File: src/hdl/atf_pkg.sv
package atf_pkg;
    // register indices on the task-file port
    localparam logic [3:0] ATF_IDX_DATA_ERR = 4'h1;  // read fault_report, write feature_param
    localparam logic [3:0] ATF_IDX_COUNT = 4'h2;
    localparam logic [3:0] ATF_IDX_SECTOR = 4'h3;
    localparam logic [3:0] ATF_IDX_POS_LO = 4'h4;
    localparam logic [3:0] ATF_IDX_POS_HI = 4'h5;
    localparam logic [3:0] ATF_IDX_UNIT = 4'h6;
    localparam logic [3:0] ATF_IDX_CMD_STAT = 4'h7;  // read condition_flags, write command_code
    localparam logic [3:0] ATF_IDX_CTL_ALT = 4'he;   // read alt_condition_view, write host_control
    // host_control fields
    localparam int ATF_CTL_HOB = 7;
    localparam int ATF_CTL_SOFT_RESET_BIT = 2;
    localparam int ATF_CTL_IEN_N = 1;
    // unit_head_select fields
    localparam int ATF_UH_LBA = 6;
    localparam logic [7:0] ATF_UH_FIXED = 8'ha0;
    // status, error, count and sector reset values, error bit mask and diagnostic opcode
    localparam logic [7:0] ATF_STAT_RESET = 8'h50;
    localparam logic [7:0] ATF_ERR_KEEP = 8'hd6;
    localparam logic [7:0] ATF_DIAG_OK = 8'h01;
    localparam logic [7:0] ATF_DIAG_CMD = 8'h90;
    localparam logic [7:0] ATF_CNT_RESET = 8'h01;
    localparam logic [7:0] ATF_SEC_RESET = 8'h01;
    // revolution pulse: cycles per revolution and pulse length
    localparam int ATF_REV_CYCLES = 208333;
    localparam int ATF_REV_PULSE = 4;

    typedef struct packed {
        logic busy;
        logic ready;
        logic fault;
        logic settled;
        logic xfer_req;
        logic fixed;
        logic rev;
        logic err;
    } atf_status_t;

    // completion report from the drive engine
    typedef struct packed {
        logic        ok;
        logic [7:0]  errors;
        logic [15:0] remaining;
        logic [47:0] lba;
    } atf_done_t;
endpackage

File: src/hdl/atf_rev_pulse.sv
`timescale 1ns/100ps
module atf_rev_pulse #(
    parameter int PERIOD = atf_pkg::ATF_REV_CYCLES,
    parameter int WIDTH = atf_pkg::ATF_REV_PULSE
) (
    // clock and reset
    input wire logic sys_clk,
    input wire logic rst,
    // pulse out
    output logic rev_q
);
    logic [31:0] cnt_q;
    wire logic wrap = (cnt_q == 32'(PERIOD - 1));

    always_ff @(posedge sys_clk or posedge rst) begin
        if (rst) begin
            cnt_q <= 32'h0;
            rev_q <= 1'b0;
        end else begin
            cnt_q <= wrap ? 32'h0 : cnt_q + 32'h1;
            rev_q <= (cnt_q < 32'(WIDTH));
        end
    end
endmodule

File: src/hdl/atf_task_file.sv
`timescale 1ns/100ps
//
// Behaviour
// - alternate status read never clears interrupt
// - command starts right after command write
// - LBA bytes rewritten at command end
// - 48-bit: previous byte holds upper address
// - command-block write clears upper byte select
// - held in reset while soft reset set
// - interrupt only if enabled and selected
// - bit 6 selects CHS or LBA
// - head bits updated at completion, unit ignored
// - diagnostic code after reset or diagnostic
// - error layout, bits 5,3,0 zero
// - zero count means 65536
// - status read clears pending interrupt
// - while busy every read returns status
// - ready low after error until status read
// - seek settled frozen after error
// - fault and fixed zero, revolution pulse
// - error flag cleared by next command
module atf_task_file #(
    parameter int REV_CYCLES = atf_pkg::ATF_REV_CYCLES
) (
    // clock and reset
    input wire logic sys_clk,
    input wire logic rst,
    // task-file register port
    input wire logic [3:0] reg_addr,
    input wire logic reg_wr,
    input wire logic reg_rd,
    input wire logic [7:0] reg_wdata,
    output logic [7:0] reg_rdata,
    // drive engine
    input wire logic power_ready,
    input wire logic unit_selected,
    input wire logic seek_start,
    input wire logic seek_done,
    input wire logic standby,
    input wire logic xfer_req,
    input wire logic cmd_done,
    input wire atf_pkg::atf_done_t done_info,
    input wire logic [7:0] diag_code,
    output logic cmd_start,
    output logic [7:0] cmd_opcode,
    output logic [7:0] feat_q,
    output logic lba_mode,
    output logic [47:0] addr_out,
    output logic [16:0] sectors_req,
    output logic soft_reset,
    // host interrupt
    output logic intrq
);
    import atf_pkg::*;

    // ------------------------------------------------------------
    // decode
    // ------------------------------------------------------------
    wire logic wr_feat = reg_wr && reg_addr == ATF_IDX_DATA_ERR;
    wire logic wr_cnt = reg_wr && reg_addr == ATF_IDX_COUNT;
    wire logic wr_sec = reg_wr && reg_addr == ATF_IDX_SECTOR;
    wire logic wr_plo = reg_wr && reg_addr == ATF_IDX_POS_LO;
    wire logic wr_phi = reg_wr && reg_addr == ATF_IDX_POS_HI;
    wire logic wr_unit = reg_wr && reg_addr == ATF_IDX_UNIT;
    wire logic wr_cmd = reg_wr && reg_addr == ATF_IDX_CMD_STAT;
    wire logic wr_ctl = reg_wr && reg_addr == ATF_IDX_CTL_ALT;
    wire logic wr_block = wr_feat | wr_cnt | wr_sec | wr_plo | wr_phi | wr_unit | wr_cmd;
    wire logic rd_stat = reg_rd && reg_addr == ATF_IDX_CMD_STAT;

    logic [7:0] ctl_q;
    logic [15:0] cnt_q, sec_q, plo_q, phi_q;
    logic [7:0] unit_q, err_q, cmd_q;
    logic busy_q, ready_q, settled_q, seek_live_q, errf_q, hold_q, pend_q, start_q;
    logic rev;

    // soft reset bit holds the task-file registers, flags and interrupt in reset; host control, read data and revolution pulse use rst only
    wire logic soft_reset_bit = ctl_q[ATF_CTL_SOFT_RESET_BIT];
    wire logic lrst = rst | soft_reset_bit;
    wire logic upper_byte_select = ctl_q[ATF_CTL_HOB];
    wire logic is_diag = cmd_q == ATF_DIAG_CMD;

    // ------------------------------------------------------------
    // host control (survives soft reset)
    // ------------------------------------------------------------
    always_ff @(posedge sys_clk or posedge rst) begin
        if (rst) begin
            ctl_q <= 8'h00;
        end else if (wr_ctl) begin
            ctl_q <= reg_wdata;
        end else if (wr_block) begin
            ctl_q[ATF_CTL_HOB] <= 1'b0;
        end
    end

    // ------------------------------------------------------------
    // address, count and feature registers
    // ------------------------------------------------------------
    // each count or address write while not busy shifts the last byte into the previous-content byte
    always_ff @(posedge sys_clk or posedge lrst) begin
        if (lrst) begin
            cnt_q <= {8'h00, ATF_CNT_RESET};
            sec_q <= {8'h00, ATF_SEC_RESET};
            plo_q <= 16'h0000;
            phi_q <= 16'h0000;
            unit_q <= 8'h00;
            feat_q <= 8'h00;
            cmd_q <= 8'h00;
        end else if (cmd_done && busy_q) begin
            // completion rewrites address and count
            sec_q <= {done_info.lba[31:24], done_info.lba[7:0]};
            plo_q <= {done_info.lba[39:32], done_info.lba[15:8]};
            phi_q <= {done_info.lba[47:40], done_info.lba[23:16]};
            unit_q[3:0] <= done_info.lba[27:24];
            cnt_q <= done_info.ok ? 16'h0000 : done_info.remaining;
        end else if (!busy_q) begin
            if (wr_cnt) cnt_q <= {cnt_q[7:0], reg_wdata};
            if (wr_sec) sec_q <= {sec_q[7:0], reg_wdata};
            if (wr_plo) plo_q <= {plo_q[7:0], reg_wdata};
            if (wr_phi) phi_q <= {phi_q[7:0], reg_wdata};
            if (wr_unit) unit_q <= reg_wdata;
            if (wr_feat) feat_q <= reg_wdata;
            if (wr_cmd) cmd_q <= reg_wdata;
        end
    end

    // ------------------------------------------------------------
    // command start and busy
    // ------------------------------------------------------------
    always_ff @(posedge sys_clk or posedge lrst) begin
        if (lrst) begin
            start_q <= 1'b0;
            busy_q <= 1'b0;
        end else begin
            start_q <= wr_cmd && !busy_q;
            if (wr_cmd && !busy_q) begin
                busy_q <= 1'b1;
            end else if (cmd_done) begin
                busy_q <= 1'b0;
            end
        end
    end

    // ------------------------------------------------------------
    // error register
    // ------------------------------------------------------------
    always_ff @(posedge sys_clk or posedge lrst) begin
        if (lrst) begin
            err_q <= ATF_DIAG_OK;
        end else if (cmd_done && busy_q) begin
            err_q <= is_diag ? diag_code : (done_info.errors & ATF_ERR_KEEP);
        end
    end

    // ------------------------------------------------------------
    // status flags
    // ------------------------------------------------------------
    wire logic fail = cmd_done && busy_q && !done_info.ok;
    // live seek state keeps running; the shown flag freezes from an error
    // until status is read, then shows the live state again
    wire logic seek_live_d = standby ? 1'b1 :
        seek_start ? 1'b0 : seek_done ? 1'b1 : seek_live_q;
    wire logic show_seek = standby || (!fail && (!hold_q || rd_stat));
    always_ff @(posedge sys_clk or posedge lrst) begin
        if (lrst) begin
            ready_q <= 1'b0;
            settled_q <= 1'b1;
            seek_live_q <= 1'b1;
            errf_q <= 1'b0;
            hold_q <= 1'b0;
        end else begin
            if (wr_cmd && !busy_q) errf_q <= 1'b0;
            else if (fail) errf_q <= 1'b1;
            // error holds ready low and freezes settled; set wins over read
            if (fail) hold_q <= 1'b1;
            else if (rd_stat) hold_q <= 1'b0;
            ready_q <= power_ready && !fail && !(hold_q && !rd_stat);
            seek_live_q <= seek_live_d;
            if (show_seek) settled_q <= seek_live_d;
        end
    end

    atf_rev_pulse #(
        .PERIOD(REV_CYCLES),
        .WIDTH(ATF_REV_PULSE)
    ) u_rev (
        .sys_clk(sys_clk),
        .rst(rst),
        .rev_q(rev)
    );

    atf_status_t stat;
    assign stat.busy = busy_q;
    assign stat.ready = ready_q;
    assign stat.fault = 1'b0;
    assign stat.settled = settled_q;
    assign stat.xfer_req = xfer_req && busy_q;
    assign stat.fixed = 1'b0;
    assign stat.rev = rev;
    assign stat.err = errf_q;

    // ------------------------------------------------------------
    // interrupt
    // ------------------------------------------------------------
    // completion sets pending; a status read clears it, set wins
    always_ff @(posedge sys_clk or posedge lrst) begin
        if (lrst) begin
            pend_q <= 1'b0;
        end else if (cmd_done && busy_q) begin
            pend_q <= 1'b1;
        end else if (rd_stat) begin
            pend_q <= 1'b0;
        end
    end
    assign intrq = pend_q && !ctl_q[ATF_CTL_IEN_N] && unit_selected;

    // ------------------------------------------------------------
    // read mux
    // ------------------------------------------------------------
    logic [7:0] rd_mux;
    always_comb begin
        case (reg_addr)
            ATF_IDX_DATA_ERR: rd_mux = err_q;
            ATF_IDX_COUNT: rd_mux = upper_byte_select ? cnt_q[15:8] : cnt_q[7:0];
            ATF_IDX_SECTOR: rd_mux = upper_byte_select ? sec_q[15:8] : sec_q[7:0];
            ATF_IDX_POS_LO: rd_mux = upper_byte_select ? plo_q[15:8] : plo_q[7:0];
            ATF_IDX_POS_HI: rd_mux = upper_byte_select ? phi_q[15:8] : phi_q[7:0];
            ATF_IDX_UNIT: rd_mux = unit_q | ATF_UH_FIXED;
            ATF_IDX_CMD_STAT: rd_mux = stat;
            ATF_IDX_CTL_ALT: rd_mux = stat;
            default: rd_mux = 8'h00;
        endcase
    end

    always_ff @(posedge sys_clk or posedge rst) begin
        if (rst) begin
            reg_rdata <= ATF_STAT_RESET;
        end else if (reg_rd) begin
            reg_rdata <= busy_q ? stat : rd_mux;
        end
    end

    // ------------------------------------------------------------
    // engine outputs
    // ------------------------------------------------------------
    wire logic lba = unit_q[ATF_UH_LBA];
    assign cmd_start = start_q;
    assign cmd_opcode = cmd_q;
    assign lba_mode = lba;
    assign soft_reset = soft_reset_bit;
    // unit select bit 4 ignored; head bits unused, 27:24 come from the sector previous-content byte
    assign addr_out = {phi_q[15:8], plo_q[15:8], sec_q[15:8], phi_q[7:0], plo_q[7:0],
        sec_q[7:0]};
    assign sectors_req = (cnt_q == 16'h0000) ? 17'h10000 : {1'b0, cnt_q};

    // ------------------------------------------------------------
    // checks
    // ------------------------------------------------------------
    a_start_after_cmd: assert property (@(posedge sys_clk) disable iff (lrst)
        (wr_cmd && !busy_q) |=> (cmd_start && busy_q))
        else $error("command write did not start command");
    a_hob_cleared: assert property (@(posedge sys_clk) disable iff (rst)
        (wr_block && !wr_ctl) |=> !ctl_q[ATF_CTL_HOB])
        else $error("upper byte select not cleared");
    a_stat_clears_int: assert property (@(posedge sys_clk) disable iff (lrst)
        (rd_stat && !(cmd_done && busy_q)) |=> !pend_q)
        else $error("status read left interrupt pending");
    a_alt_keeps_int: assert property (@(posedge sys_clk) disable iff (lrst)
        (pend_q && reg_rd && reg_addr == ATF_IDX_CTL_ALT) |=> pend_q)
        else $error("alternate read cleared interrupt");
    a_int_gated: assert property (@(posedge sys_clk) disable iff (lrst)
        intrq |-> (!ctl_q[ATF_CTL_IEN_N] && unit_selected))
        else $error("interrupt while disabled");
    a_busy_reads_stat: assert property (@(posedge sys_clk) disable iff (lrst)
        (reg_rd && busy_q) |=> reg_rdata[7])
        else $error("busy read did not return status");
    a_err_clear_cmd: assert property (@(posedge sys_clk) disable iff (lrst)
        (wr_cmd && !busy_q) |=> !errf_q)
        else $error("error flag survived new command");
    a_ready_low_err: assert property (@(posedge sys_clk) disable iff (lrst)
        fail |=> !ready_q)
        else $error("ready high after error");
    a_fault_zero: assert property (@(posedge sys_clk) disable iff (lrst)
        !stat.fault && !stat.fixed)
        else $error("fault or fixed flag set");
    a_count_zero: assert property (@(posedge sys_clk) disable iff (lrst)
        (cmd_done && busy_q && done_info.ok) |=> cnt_q == 16'h0000)
        else $error("count not zero after success");
    a_addr_writeback: assert property (@(posedge sys_clk) disable iff (lrst)
        (cmd_done && busy_q) |=> (addr_out == $past(done_info.lba)))
        else $error("address not rewritten at completion");
    a_err_layout: assert property (@(posedge sys_clk) disable iff (lrst)
        (cmd_done && busy_q && !is_diag) |=> ((err_q & ~ATF_ERR_KEEP) == 8'h00))
        else $error("reserved error bits set");
    a_ready_back: assert property (@(posedge sys_clk) disable iff (lrst)
        (rd_stat && hold_q && !fail && power_ready) |=> ready_q)
        else $error("ready not restored by status read");
    a_settled_frozen: assert property (@(posedge sys_clk) disable iff (lrst)
        (hold_q && !rd_stat && !standby) |=> $stable(settled_q))
        else $error("seek flag moved while error held");
endmodule

File: config.mk
export PLATFORM = sky130hd
export DESIGN_NAME = atf_task_file
export DESIGN_NICKNAME = d
export VERILOG_FILES = /design/src/hdl/atf_pkg.sv /design/src/hdl/atf_rev_pulse.sv /design/src/hdl/atf_task_file.sv
export SDC_FILE = /design/constraint.sdc
export NUM_CORES = 1
export LEC_CHECK = 0
export ABC_AREA = 0
export BUFFER_PORTS_ARGS = -buffer_cell sky130_fd_sc_hd__buf_4
export CAP_MARGIN = 5
export CORE_MARGIN = 5
export CORE_UTILIZATION = 48
export DETAILED_ROUTE_END_ITERATION = 8
export GPL_ROUTABILITY_DRIVEN = 0
export PLACE_DENSITY = 0.77
export SLEW_MARGIN = 20
export SYNTH_ARGS = -nofsm -noshare
export SYNTH_HDL_FRONTEND = slang
export SYNTH_SLANG_ARGS = --single-unit
File: constraint.sdc
create_clock -name sys_clk -period 6.58 [get_ports sys_clk]
set_input_delay 0.987 -clock sys_clk [delete_from_list [all_inputs] [get_ports sys_clk]]
set_output_delay 0.987 -clock sys_clk [all_outputs]
set_load 0.01 [all_outputs]
==> metrics.cfg <==
[status]
status=completed

[die]
core_um2=15100
die_area_um2=18000
die_w_um=134
die_y_um=134
start_util_pct=48.8
row_count=45
io_pins=197

[worst_setup_path]
worstPathArrival_ps=3210
slowest_stage=nand2_1
crit_fanout=16
endpoint_kind=flop
start_kind=primary input
crit_type=in2reg
worstPathCellList=buf_4, nor2b_1, nand2_1, mux2i_1, o21ai_0
required_ps=6860
slowest_delay_ps=850

[logic_synthesis]
synth-edff-count=0
synth.top_cell.area_share_pct=47.1
synth_fa_ha_area_share_pct=0.339
async_flop_share_pct=100
synth_top_family_by_area=simple AND/OR/NAND/NOR gates
synthMuxAreaShare_pct=12.1
yosys_warnings=0
avgSynthCellArea_um2=10.0
synth.largest_area_cell=dfrtp_1
synth_area_leaders=dfrtp_1 (47%), mux2i_1 (5.8%), nand2_1 (5.4%)
ys_ff_latch=146
yosys.area_share.simple_pct=17.2
syn_area_um2=7390
synth.distinct_cells=60
syn_nets=841
synth-seq-area-share_pct=49.6
syn_inst=735
synth_ff_type=dfrtp_1
synth-xor-area-share_pct=3.20
synth_compound_area_share_pct=13.2

[sta]
fin_tns_setup_ps=0
grt_setup_unrepaired=false
period_share_pct=44.5
finalClockSkew_ps=8.45
slew_headroom_pct=32.0
period_needed_ps=2930
worst_slack_ps=3650
setup_violations=0
tightest_slew_ps=1020
drv_slew=0
clock.fmax_mhz=341
hold_viol_final=0

[clock_network]
clkLatencyLatePin_ps=420
cts_tree=built
clockRootBuffer=clkbuf_16
cts_htree_levels=4
clkTransAtPathRegs_ps=60
cts_setup_buffers=0
cts.repair.resized=0
cts_hold_buffers=0
cts_buffers=17
clockBufferDepth=2
clock-sinks=146

[final_layout]
finalCoreUtilization_pct=62.9
layout.nets=1005
area_growth_pct=29.0
final_cell_mix=buf_4 (202), dfrtp_1 (139), nand2_1 (106)
fill_cells=1245
final_common_cell=buf_4
finalNonFillerCells=1100
layout-drive-gt1-share_pct=32.5
num_antenna_cells=0

[placed_design]
place_inst=1068
place.detailed.hpwl_um=15900
portBuffers=193
place_worst_setup_slack_ps=3470

[power]
peakVddDrop_mv=0.231
p_leak_nw=4.51
power_density_nw_per_um2=313

[global_routing]
grt_max_degree=57
gr-total-overflow=0
grt_pass1_wl_um=34400
antenna_found_initial=0
grt_pass1_vias=6085
grtUsageTotal_pct=24.6

[drt]
vias=6280
routedWlPerCell_um=20.0
drt_iter0_drc=590
drc=0
via_per_inst=5.71
wirelength_um=21900
drtAntennaViolNets=0
dr.pass1.iters=5

[run]
maxCapViolCount=0

[worst_hold_path]
hp-class=reg2async

per-stage QoR:
| step | cell area, um^2 | hold slack (ps) | power, mW |
|---|---|---|---|
| finish | 9530 | 409 | 2.98 |
| global route | 9530 | 469 | 3.12 |
| CTS | 9510 | 422 | 2.99 |
| detailed placement | 8930 | 413 | 2.03 |
| global placement | 8920 | 425 | 2.01 |
| floorplan | 7390 | 442 | 1.59 |
routing by layer:
| metal | track usage (%) | up-vias | share of wire (%) |
|---|---|---|---|
| met1 | 34.0 | 3080 | 43 |
| met4 | 6.67 | 0 | 1.5 |
| li1 | - | 2929 | - |
| met5 | 0 | - | 0 |
| met2 | 38.3 | 249 | 47 |
| met3 | 7.09 | 22 | 8.5 |
registers in the layout (all words and copies together), names as in the netlist:
| signal | count |
|---|---|
| ready_q | 1 |
| sec_q | 16 |
| reg_rdata | 8 |
| u_rev.cnt_q | 32 |
| settled_q | 1 |
| cmd_start | 1 |
| pend_q | 1 |
| ctl_q | 3 |
| u_rev.rev_q | 1 |
| seek_live_q | 1 |
| plo_q | 16 |
| feat_q | 8 |
| busy_q | 1 |
| errf_q | 1 |
| cmd_opcode | 8 |
| phi_q | 16 |
| hold_q | 1 |
| cnt_q | 16 |
| unit_q | 6 |
| err_q | 8 |
where the power goes:
part / switching [mW] / internal, mW
clock network: 0.367 / 0.595
logic: 0.373 / 0.386
registers: 0.186 / 1.07
worst paths after layout:
| kind | cells past startpoint | from | to | slack, ps |
|---|---|---|---|---|
| max in group asynchronous | 4 | rst | cnt_q[14] | 4390 |
| min reg2reg | 1 | ctl_q[2] | cmd_opcode[1] | 410 |
| max | 5 | reg_wr | sec_q[5] | 3650 |
| max reg2reg | 4 | busy_q | sec_q[5] | 3850 |
| min | 1 | ctl_q[2] | cmd_opcode[1] | 410 |
| min in group sys_clk | 1 | u_rev.cnt_q[31] | u_rev.cnt_q[31] | 470 |
kinds of logic (layout without fill, tap and decap cells):
| family | count (synthesis) | count (layout) |
|---|---|---|
| buffers and inverters | 77 | 254 |
| DFF | 146 | 146 |
| and+or+nand+nor | 236 | 236 |
| AOI/OAI and AO/OA | 167 | 167 |
| xor gates and xnor gates | 27 | 27 |
| muxes | 80 | 80 |
| adders and majority gates | 2 | 2 |
worst max-delay path, delay by kind of cell:
kind | cells | cell delay (ps)
simple gates | 2 | 1650
mux | 1 | 380
compound gates | 1 | 100
buf+inv | 1 | 90
cells in the mapped netlist (4+ instances only):
| cell | count |
|---|---|
| mux4_2 | 4 |
| mux2i_1 | 43 |
| a22oi_1 | 6 |
| inv_1 | 20 |
| xnor2_1 | 6 |
| nand4_1 | 9 |
| dfrtp_1 | 139 |
| clkbuf_1 | 40 |
| xor2_1 | 21 |
| and4_1 | 5 |
| a221oi_1 | 5 |
| nand2_1 | 106 |
| or3_1 | 4 |
| nor3b_1 | 8 |
| dfstp_2 | 7 |
| a221o_1 | 4 |
| nor2_1 | 21 |
| buf_2 | 14 |
| a22o_1 | 5 |
| nor3_1 | 6 |
| nor2b_1 | 10 |
| mux2_2 | 33 |
| o21ai_0 | 78 |
| a211oi_1 | 5 |
| nor4_1 | 15 |
| a21oi_1 | 46 |
| and2_1 | 13 |
| nor3_2 | 6 |
| nand3_1 | 11 |
layout make-up:
class / count / area, um^2 / share of cell area (%)
flip-flops and latches: 146 / 3660 / 38.4
multi-input cells: 512 / 3460 / 36.3
repair buffers: 202 / 1520 / 15.9
clock buffers: 22 / 444 / 4.66
well taps: 188 / 235 / 2.47
clock inverters: 10 / 135 / 1.42
inverters: 20 / 75.1 / 0.788
Note: power is estimated with default switching activity, not from simulation.
